<file path="config.mk">
export PLATFORM = sky130hd
export DESIGN_NAME = bdc_cmd_unit
export DESIGN_NICKNAME = d
export VERILOG_FILES = /design/src/rtl/bdc_pkg.sv /design/src/rtl/bdc_cmd_unit.sv
export SDC_FILE = /design/constraint.sdc
export NUM_CORES = 1
export LEC_CHECK = 0
export BUFFER_PORTS_ARGS = -buffer_cell sky130_fd_sc_hd__buf_2
export CAP_MARGIN = 20
export CELL_PAD_IN_SITES_DETAIL_PLACEMENT = 1
export CELL_PAD_IN_SITES_GLOBAL_PLACEMENT = 1
export CORE_AREA = 3 3 134 136
export CTS_CLUSTER_SIZE = 10
export DETAILED_ROUTE_END_ITERATION = 12
export DIE_AREA = 0 0 137 139
export GPL_TIMING_DRIVEN = 0
export PLACE_DENSITY_LB_ADDON = 0.3
export SYNTH_ARGS = -nofsm -noshare
export SYNTH_HDL_FRONTEND = slang
export SYNTH_SLANG_ARGS = --single-unit
</file>
<file path="constraint.sdc">
create_clock -name clock_i -period 5.2 [get_ports clock_i]
set_input_delay 0.52 -clock clock_i [delete_from_list [all_inputs] [get_ports clock_i]]
set_output_delay 0.52 -clock clock_i [all_outputs]
set_load 0.02 [all_outputs]
</file>
<file path="src/rtl/bdc_pkg.sv">
// How it works
// - secured special reset overlays secure table; erased memories set unsecure flag.
// - failed erase check sets enable flag only; firmware commands stay locked.
// - after secure run, eeprom map and program page regs leave reset values.
// - firmware commands only while active; activation only once enable flag set.
// - enter command, tagging, halt instruction or breakpoint force/tag activate.
// - cpu finishes current instruction, then runs standard firmware table.
// - breakpoint type picks activation before or after next instruction.
// - special single-chip reset leaves debug enabled and active at once.
// - activation while disabled delays cpu briefly; enter command ignored, no delay.
// - active mode maps registers and table at FF00-FFFF, registers FF00-FF07.
// - debug unit reads registers anytime; user program reads are blocked.
// - hardware commands run anytime and wait for a free cpu bus cycle.
// - no free cycle within 128 clocks freezes cpu to steal one.
// - single-cycle access in a free cycle never freezes; multi-cycle access freezes until done.
// - opcode 90 enters active mode if enabled; handshake pulse on entry.
// - D5 enables handshake with pulse; D6 disables it without pulse.
// - reads E4/EC debug space, E0/E8 normal; 16-bit address, 16 data out.
// - writes C4/CC debug space, C0/C8 normal; 16-bit address, 16 data in.
// - debug-space variants enable debug resources for that access cycle only.
// - byte data odd address low byte, even high byte; words force alignment.
// - handshake pulse when read data ready, or when write has finished.
// - command is 8-bit opcode, then 16-bit address and/or 16-bit data.
package bdc_pkg;
	// ------------------------------------------------------------
	// opcodes and opcode fields
	// ------------------------------------------------------------
	localparam logic [7:0] OP_ENTER_DEBUG = 8'h90;
	localparam logic [7:0] OP_ACK_ON = 8'hD5;
	localparam logic [7:0] OP_ACK_OFF = 8'hD6;
	localparam int OP_BIT_READ = 5;
	localparam int OP_BIT_WORD = 3;
	localparam int OP_BIT_DBG = 2;
	// ------------------------------------------------------------
	// debug window and status register
	// ------------------------------------------------------------
	localparam logic [7:0] DBG_WIN_PAGE = 8'hFF;
	localparam logic [15:0] DBG_REG_FIRST = 16'hFF00;
	localparam logic [15:0] DBG_REG_LAST = 16'hFF07;
	localparam logic [15:0] DBG_STATUS_ADDR = 16'hFF01;
	localparam int DBG_STATUS_EN_BIT = 7;
	// ------------------------------------------------------------
	// timing
	// ------------------------------------------------------------
	localparam int STEAL_WAIT_CYC = 128;
	localparam int HOST_WAIT_CYC = 150;
	// ------------------------------------------------------------
	// apb map
	// ------------------------------------------------------------
	localparam logic [11:0] REG_CTRL_OFS = 12'h000;
	localparam logic [11:0] REG_STATUS_OFS = 12'h004;
	localparam logic [7:0] CTRL_RESUME_DLY_RST = 8'h08;
	localparam int ST_EN_BIT = 0;
	localparam int ST_UNSECURE_FLAG_BIT = 1;
	localparam int ST_ACTIVE_BIT = 2;
	localparam int ST_ACK_BIT = 3;
	localparam int ST_OVERLAY_BIT = 4;
	localparam int ST_MOVED_BIT = 5;
	// ------------------------------------------------------------
	// types
	// ------------------------------------------------------------
	typedef enum logic [6:0] {
		CS_IDLE = 7'b000_0001,
		CS_ADDR_HI = 7'b000_0010,
		CS_ADDR_LO = 7'b000_0100,
		CS_DATA_HI = 7'b000_1000,
		CS_DATA_LO = 7'b001_0000,
		CS_WAIT_BUS = 7'b010_0000,
		CS_ACCESS = 7'b100_0000
	} bdc_cmd_e;
	typedef enum logic [4:0] {
		AS_OFF = 5'b0_0001,
		AS_PEND = 5'b0_0010,
		AS_PEND2 = 5'b0_0100,
		AS_ON = 5'b0_1000,
		AS_REFUSE = 5'b1_0000
	} bdc_act_e;
	typedef struct packed {
		logic valid;
		logic write;
		logic dbg_space;
		logic [1:0] lane;
		logic [15:0] addr;
		logic [15:0] wdata;
	} bdc_mem_req_s;
endpackage : bdc_pkg

</file>
<file path="src/rtl/bdc_cmd_unit.sv">
// Decided for this implementation: the register addresses and the APB interface to the registers.
`timescale 1ns/1ps
`default_nettype none
module bdc_cmd_unit (
	// clock and reset
	input wire logic clock_i,
	input wire logic sys_rst_i,
	// apb slave
	input wire logic psel_i,
	input wire logic penable_i,
	input wire logic pwrite_i,
	input wire logic [11:0] paddr_i,
	input wire logic [31:0] pwdata_i,
	output logic [31:0] prdata_o,
	output logic pready_o,
	output logic pslverr_o,
	// serial byte layer
	input wire logic rx_valid_i,
	input wire logic [7:0] rx_byte_i,
	input wire logic fw_busy_i,
	output logic tx_valid_o,
	output logic [15:0] tx_word_o,
	output logic ack_pulse_o,
	output logic fw_cmd_valid_o,
	output logic [7:0] fw_cmd_o,
	// cpu bus
	input wire logic cpu_free_i,
	input wire logic mem_ack_i,
	input wire logic [15:0] mem_rdata_i,
	output bdc_pkg::bdc_mem_req_s mem_req_o,
	output logic cpu_freeze_o,
	// activation
	input wire logic tag_hit_i,
	input wire logic halt_instr_i,
	input wire logic brk_force_i,
	input wire logic brk_tag_i,
	input wire logic instr_done_i,
	input wire logic fw_exit_i,
	output logic debug_active_o,
	output logic cpu_hold_o,
	output logic dbg_map_o,
	// secure boot
	input wire logic special_sc_i,
	input wire logic secured_i,
	input wire logic erase_done_i,
	input wire logic erase_ok_i,
	output logic secure_overlay_o,
	output logic init_regs_moved_o,
	// user read guard
	input wire logic user_rd_i,
	input wire logic [15:0] user_addr_i,
	output logic user_rd_block_o
);
	import bdc_pkg::*;

	// ------------------------------------------------------------
	// flags and boot
	// ------------------------------------------------------------
	logic boot_q, enable_q, unsecure_flag_q, overlay_q, moved_q, ack_en_q;
	logic [7:0] resume_dly_q;
	bdc_cmd_e cs_q;
	bdc_act_e as_q;
	logic [7:0] op_q;
	logic [15:0] addr_q, data_q;
	logic [7:0] wait_cnt_q, dly_cnt_q;
	logic steal_q, first_q, by_cmd_q;
	logic is_rd, is_word, is_dbg, op_mem, rx_op, enter_cmd, acc_done, st_write;

	assign rx_op = rx_valid_i && !fw_busy_i && cs_q == CS_IDLE;
	assign op_mem = rx_byte_i[7:6] == 2'b11 && !rx_byte_i[4] && rx_byte_i[1:0] == 2'b00;
	assign enter_cmd = rx_op && rx_byte_i == OP_ENTER_DEBUG;
	assign is_rd = op_q[OP_BIT_READ];
	assign is_word = op_q[OP_BIT_WORD];
	assign is_dbg = op_q[OP_BIT_DBG];
	assign acc_done = cs_q == CS_ACCESS && mem_ack_i;
	// host write of the enable bit through debug space
	assign st_write = acc_done && !is_rd && is_dbg && mem_req_o.lane[0]
		&& {mem_req_o.addr[15:1], 1'b1} == DBG_STATUS_ADDR;

	// strap is caught on the first clocked edge after release
	always_ff @(posedge clock_i or posedge sys_rst_i) begin
		if (sys_rst_i) begin
			boot_q <= 1'b1;
		end else begin
			boot_q <= 1'b0;
		end
	end

	always_ff @(posedge clock_i or posedge sys_rst_i) begin
		if (sys_rst_i) begin
			enable_q <= 1'b0;
		end else if (boot_q && special_sc_i) begin
			enable_q <= 1'b1;
		end else if (erase_done_i && overlay_q && !erase_ok_i) begin
			enable_q <= 1'b1;
		end else if (st_write) begin
			enable_q <= data_q[DBG_STATUS_EN_BIT];
		end
	end

	always_ff @(posedge clock_i or posedge sys_rst_i) begin
		if (sys_rst_i) begin
			overlay_q <= 1'b0;
			unsecure_flag_q <= 1'b0;
			moved_q <= 1'b0;
		end else if (boot_q) begin
			overlay_q <= special_sc_i && secured_i;
		end else if (erase_done_i && overlay_q) begin
			moved_q <= 1'b1;
			if (erase_ok_i) begin
				unsecure_flag_q <= 1'b1;
				overlay_q <= 1'b0;
			end
		end
	end

	// ------------------------------------------------------------
	// activation
	// ------------------------------------------------------------
	logic act_src;
	assign act_src = tag_hit_i || halt_instr_i || brk_force_i || brk_tag_i;

	always_ff @(posedge clock_i or posedge sys_rst_i) begin
		if (sys_rst_i) begin
			as_q <= AS_OFF;
			by_cmd_q <= 1'b0;
			dly_cnt_q <= 8'h00;
		end else begin
			unique case (as_q)
				AS_OFF: begin
					if (boot_q && special_sc_i) begin
						as_q <= AS_ON;
						by_cmd_q <= 1'b0;
					end else if (enable_q && (act_src || enter_cmd)) begin
						as_q <= brk_tag_i ? AS_PEND2 : AS_PEND;
						by_cmd_q <= enter_cmd;
					end else if (!enable_q && act_src) begin
						as_q <= AS_REFUSE;
						dly_cnt_q <= resume_dly_q;
					end
				end
				AS_PEND2: if (instr_done_i) as_q <= AS_PEND;
				AS_PEND: if (instr_done_i) as_q <= AS_ON;
				AS_ON: if (fw_exit_i) as_q <= AS_OFF;
				AS_REFUSE: begin
					if (dly_cnt_q == 8'h00) begin
						as_q <= AS_OFF;
					end else begin
						dly_cnt_q <= dly_cnt_q - 8'h01;
					end
				end
			endcase
		end
	end

	assign debug_active_o = as_q == AS_ON;
	assign cpu_hold_o = as_q == AS_REFUSE;
	assign secure_overlay_o = overlay_q;
	assign init_regs_moved_o = moved_q;
	// debug resources only while active or for a debug-space cycle
	assign dbg_map_o = debug_active_o || (mem_req_o.valid && mem_req_o.dbg_space);
	// user programs never see the debug registers
	assign user_rd_block_o = user_rd_i && user_addr_i >= DBG_REG_FIRST
		&& user_addr_i <= DBG_REG_LAST;

	// ------------------------------------------------------------
	// command sequencer
	// ------------------------------------------------------------
	always_ff @(posedge clock_i or posedge sys_rst_i) begin
		if (sys_rst_i) begin
			cs_q <= CS_IDLE;
			op_q <= 8'h00;
			addr_q <= 16'h0000;
			data_q <= 16'h0000;
			wait_cnt_q <= 8'h00;
			steal_q <= 1'b0;
			first_q <= 1'b0;
		end else begin
			unique case (cs_q)
				CS_IDLE: begin
					if (rx_op && op_mem) begin
						op_q <= rx_byte_i;
						cs_q <= CS_ADDR_HI;
					end
				end
				CS_ADDR_HI: if (rx_valid_i) begin
					addr_q[15:8] <= rx_byte_i;
					cs_q <= CS_ADDR_LO;
				end
				CS_ADDR_LO: if (rx_valid_i) begin
					addr_q[7:0] <= rx_byte_i;
					cs_q <= is_rd ? CS_WAIT_BUS : CS_DATA_HI;
					wait_cnt_q <= 8'h00;
				end
				CS_DATA_HI: if (rx_valid_i) begin
					data_q[15:8] <= rx_byte_i;
					cs_q <= CS_DATA_LO;
				end
				CS_DATA_LO: if (rx_valid_i) begin
					data_q[7:0] <= rx_byte_i;
					cs_q <= CS_WAIT_BUS;
					wait_cnt_q <= 8'h00;
				end
				CS_WAIT_BUS: begin
					if (cpu_free_i) begin
						cs_q <= CS_ACCESS;
						steal_q <= 1'b0;
						first_q <= 1'b1;
					end else if (wait_cnt_q == 8'(STEAL_WAIT_CYC - 1)) begin
						cs_q <= CS_ACCESS;
						steal_q <= 1'b1;
						first_q <= 1'b1;
					end else begin
						wait_cnt_q <= wait_cnt_q + 8'h01;
					end
				end
				CS_ACCESS: begin
					first_q <= 1'b0;
					if (mem_ack_i) begin
						cs_q <= CS_IDLE;
						if (is_rd) data_q <= mem_rdata_i;
					end
				end
				default: cs_q <= CS_IDLE;
			endcase
		end
	end

	always_comb begin
		mem_req_o = '0;
		mem_req_o.valid = cs_q == CS_ACCESS;
		mem_req_o.write = !is_rd;
		mem_req_o.dbg_space = is_dbg;
		mem_req_o.addr = is_word ? {addr_q[15:1], 1'b0} : addr_q;
		mem_req_o.lane = is_word ? 2'b11 : (addr_q[0] ? 2'b01 : 2'b10);
		mem_req_o.wdata = data_q;
	end

	// a free cycle is not intruded on unless the access runs past it
	assign cpu_freeze_o = cs_q == CS_ACCESS && (steal_q || !first_q);

	// ------------------------------------------------------------
	// answers to the serial layer
	// ------------------------------------------------------------
	logic [15:0] rd_lane;
	always_comb begin
		rd_lane = mem_rdata_i;
		if (!is_word) begin
			rd_lane = addr_q[0] ? {8'h00, mem_rdata_i[7:0]} : {mem_rdata_i[15:8], 8'h00};
		end
	end

	always_ff @(posedge clock_i or posedge sys_rst_i) begin
		if (sys_rst_i) begin
			ack_en_q <= 1'b0;
		end else if (rx_op && rx_byte_i == OP_ACK_ON) begin
			ack_en_q <= 1'b1;
		end else if (rx_op && rx_byte_i == OP_ACK_OFF) begin
			ack_en_q <= 1'b0;
		end
	end

	// pulse shape is stretched by the serial layer
	always_ff @(posedge clock_i or posedge sys_rst_i) begin
		if (sys_rst_i) begin
			tx_valid_o <= 1'b0;
			tx_word_o <= 16'h0000;
			ack_pulse_o <= 1'b0;
			fw_cmd_valid_o <= 1'b0;
			fw_cmd_o <= 8'h00;
		end else begin
			tx_valid_o <= acc_done && is_rd;
			if (acc_done && is_rd) tx_word_o <= rd_lane;
			// a disable arriving with a due pulse wins, so no pulse follows it
			ack_pulse_o <= ack_en_q && !(rx_op && rx_byte_i == OP_ACK_OFF) && (acc_done
				|| (as_q == AS_PEND && instr_done_i && by_cmd_q))
				|| (rx_op && rx_byte_i == OP_ACK_ON);
			fw_cmd_valid_o <= rx_op && !op_mem && rx_byte_i != OP_ENTER_DEBUG
				&& rx_byte_i != OP_ACK_ON && rx_byte_i != OP_ACK_OFF
				&& debug_active_o && !overlay_q;
			if (rx_op) fw_cmd_o <= rx_byte_i;
		end
	end

	// ------------------------------------------------------------
	// apb slave
	// ------------------------------------------------------------
	logic apb_wr, apb_hit;
	assign apb_hit = paddr_i == REG_CTRL_OFS || paddr_i == REG_STATUS_OFS;
	assign apb_wr = psel_i && penable_i && pwrite_i && paddr_i == REG_CTRL_OFS;
	assign pready_o = 1'b1;
	assign pslverr_o = psel_i && penable_i && !apb_hit;

	always_ff @(posedge clock_i or posedge sys_rst_i) begin
		if (sys_rst_i) begin
			resume_dly_q <= CTRL_RESUME_DLY_RST;
		end else if (apb_wr) begin
			resume_dly_q <= pwdata_i[7:0];
		end
	end

	always_ff @(posedge clock_i or posedge sys_rst_i) begin
		if (sys_rst_i) begin
			prdata_o <= 32'h0000_0000;
		end else if (psel_i && !penable_i) begin
			prdata_o <= 32'h0000_0000;
			if (paddr_i == REG_CTRL_OFS) prdata_o[7:0] <= resume_dly_q;
			if (paddr_i == REG_STATUS_OFS) begin
				prdata_o[ST_EN_BIT] <= enable_q;
				prdata_o[ST_UNSECURE_FLAG_BIT] <= unsecure_flag_q;
				prdata_o[ST_ACTIVE_BIT] <= debug_active_o;
				prdata_o[ST_ACK_BIT] <= ack_en_q;
				prdata_o[ST_OVERLAY_BIT] <= overlay_q;
				prdata_o[ST_MOVED_BIT] <= moved_q;
			end
		end
	end
endmodule : bdc_cmd_unit
`default_nettype wire

</file>
==> impl_metrics.ini <==
[logic_synthesis]
synthTopCellsByArea = dfrtp_1, mux2_2, buf_4
ys_ff_latch = 115
ys.flop_type = dfrtp_1
post_synth.cell_area_avg_um2 = 9.78
synth_cells = 604
yosysTopAreaCellShare_pct = 47.0
syn_area_um2 = 5910
synth_edf_count = 0
ys_types = 68
synth_top_cell_by_area = dfrtp_1
ys_warn_count = 0
synth-async-reset-ratio_pct = 100
yosysSeqAreaShare_pct = 48.8

[sta]
post-route-period-util_pct = 55.9
tns_ns = 0
fmaxAchievable_mhz = 344
setup_viol = 0
slew_viol_final = 0
rsz0062_at_grt = no
max_slew.worst_pin.slew_ns = 0.908
skew_ns = 0.00722
hold_violations = 0
slew_headroom_pct = 38.9
fin_crit_ns = 2.91
setup_ws_ns = 2.29

[drt]
routed_wl_mm = 18.4
drt_iter0_drc = 296
dr.pass1.iters = 4
drc = 0
wl_per_cell_um = 17.7
postRouteAntennaNets = 0
num_vias = 5252
vias_per_cell = 5.06

[clock_network]
worstSkewPairLatency_ns = 0.42
cts_made_buffers = 17
numClockSinks = 115
cts_root_buf = clkbuf_16
cts_hold_buffers = 0
ctsResizeCount = 0
path_clk_slew_ns = 0.05
cts_tree = yes
cts_buffer_depth = 2
htreeDepth = 4
post_cts_buffers = 0

[global_route]
grt_pass1_vias = 5546
grt_max_degree = 65
antenna_found_initial = 0
gr-usage-all-layers_pct = 19.5
grt_pass1_wl_mm = 29.0
overflow = 0

[die]
die-area_um2 = 19000
rows = 48
die_w_um = 137
die_h_um = 139
coreArea_um2 = 17100
io_pins = 209
start_util_pct = 34.6

[placed_design]
gp_congestion = 0.854
dp_slack_ns = 2.63
portBuffers = 152
dp.cells = 1006
dp_hpwl_mm = 14.0

[flow_run]
cap_violations = 0

[setup_path]
ff2ff_path_depth = 5
critical_path_required_ns = 4.68
r2r_end = enable_q
crit_path_max_fanout = 10
start_kind = flip-flop
arrival_ns = 2.39
crit_type = flip-flop to primary output
ff2ff_setup_slack_ns = 2.78
worstSetupEndpointType = primary output
crit-reg2reg-launch = op_q[5]

[cells_and_area]
seq_area_um2 = 2880
antennaDiodeCount = 0
fin_cells = 1038
layout-drive-gt1-share_pct = 34.4
fillCellCount = 2045
multi_input_area_um2 = 2580
areaGrowthSynthToFinish_pct = 28.2
nets = 907

[run_status]
outcome = complete, no violations

[min_path]
hp-class = primary input to async pin

[pwr]
power.leakage_uw = 0.00384
power.density_nw_per_um2 = 390
peakVddDrop_mv = 0.230
[worst max path at each step]
stage	from	end
finish	cs_q[4]	dbg_map_o
global route	cs_q[4]	dbg_map_o
CTS	cs_q[4]	dbg_map_o
detailed placement	halt_instr_i	dly_cnt_q[7]
global placement	sys_rst_i	tx_word_o[11]
floorplan	sys_rst_i	ack_en_q
[report_power, final]
| group | total, uW | switching [uW] | internal, uW | leakage, uW |
|---|---|---|---|---|
| Sequential | 1140 | 109 | 1030 | 0.00153 |
| Clock | 1020 | 383 | 633 | 0.000242 |
| Combinational | 801 | 468 | 333 | 0.00207 |
[final cells by class]
cell class | instances | share of cell area (%)
Buffer | 70 | 6.05
Clock buffer | 31 | 6.58
Clock inverter | 1 | 0.0661
Inverter | 19 | 1.01
Multi-Input combinational cell | 424 | 34.1
Sequential cell | 115 | 38.1
Tap cell | 225 | 3.72
Timing Repair Buffer | 153 | 10.4
[cell families after synthesis]
logic type	synth area share (%)
compound gates	12.8
xor+xnor	1.63
fa+ha+maj	0.636
buf+inv	8.96
flops	48.8
mux	7.92
other cells	0.127
simple gates	19.2
[cell usage in the layout, fill, tap and decap left out, types with 4 or more instances in the layout]
cell type  synthesis  final
nor3_1            14     14
o31ai_1            8      8
clkbuf_16          0     17
mux2i_1            7      7
conb_1             2     26
nand2b_1           7      7
mux2_2            34     34
buf_4             44     44
dfstp_2            4      4
nor4_1            13     13
nand2_1           88     88
clkbuf_1          16     28
o21ai_0           45     45
nand4_1            8      8
dfrtp_1          111    111
o22ai_1            4      4
xor2_1             4      4
nand3_1           15     15
nor4b_1            5      5
nor2_1            46     46
xnor2_1            7      7
a31oi_1           16     16
inv_1             18     17
buf_2              5    157
a21oi_1           12     12
[synth_stat cells, types with 8 or more instances]
cell type,number
a21oi_1,12
o31ai_1,8
a31oi_1,16
nor2_1,46
dfrtp_1,111
inv_1,18
buf_4,44
o21ai_0,45
nand2_1,88
clkbuf_1,16
nor3_1,14
nor4_1,13
mux2_2,34
nand3_1,15
nand4_1,8
[critical path, stage by stage, from the launching register on]
cell	delay (ns)
dfrtp_1	0.36
clkbuf_1	0.21
nor4b_1	0.47
nand2_1	0.22
clkbuf_1	0.29
o21ai_0	0.22
buf_2	0.21
[registers in the layout (all words and copies together), names as in the netlist, 3 cells and up]
signal        count
addr_q           16
as_q              5
cs_q              7
data_q           16
dly_cnt_q         8
fw_cmd_o          8
op_q              3
prdata_o          8
resume_dly_q      8
tx_word_o        16
wait_cnt_q        8
[layer usage]
layer / vias up / track usage [%] / share of wire [%]
li1: 2458 / - / -
met3: 30 / 3.77 / 4.3
met1: 2629 / 23.4 / 41
met5: - / 0 / 0
met4: 0 / 8.93 / 2.9
met2: 135 / 33.4 / 51
[metrics by stage]
step | utilization, % | instance area [um^2] | power, uW | hold slack, ns
after floorplan | - | 6000 | 1680 | 0.428
after global placement | 41.3 | 7040 | 1900 | 0.458
after detailed placement | 41.5 | 7070 | 1950 | 0.474
after CTS | 44.4 | 7570 | 2980 | 0.162
after global routing | 44.4 | 7570 | 3110 | 0.190
final | 44.4 | 7570 | 2950 | 0.152
Power figures use the tool's default switching activity.
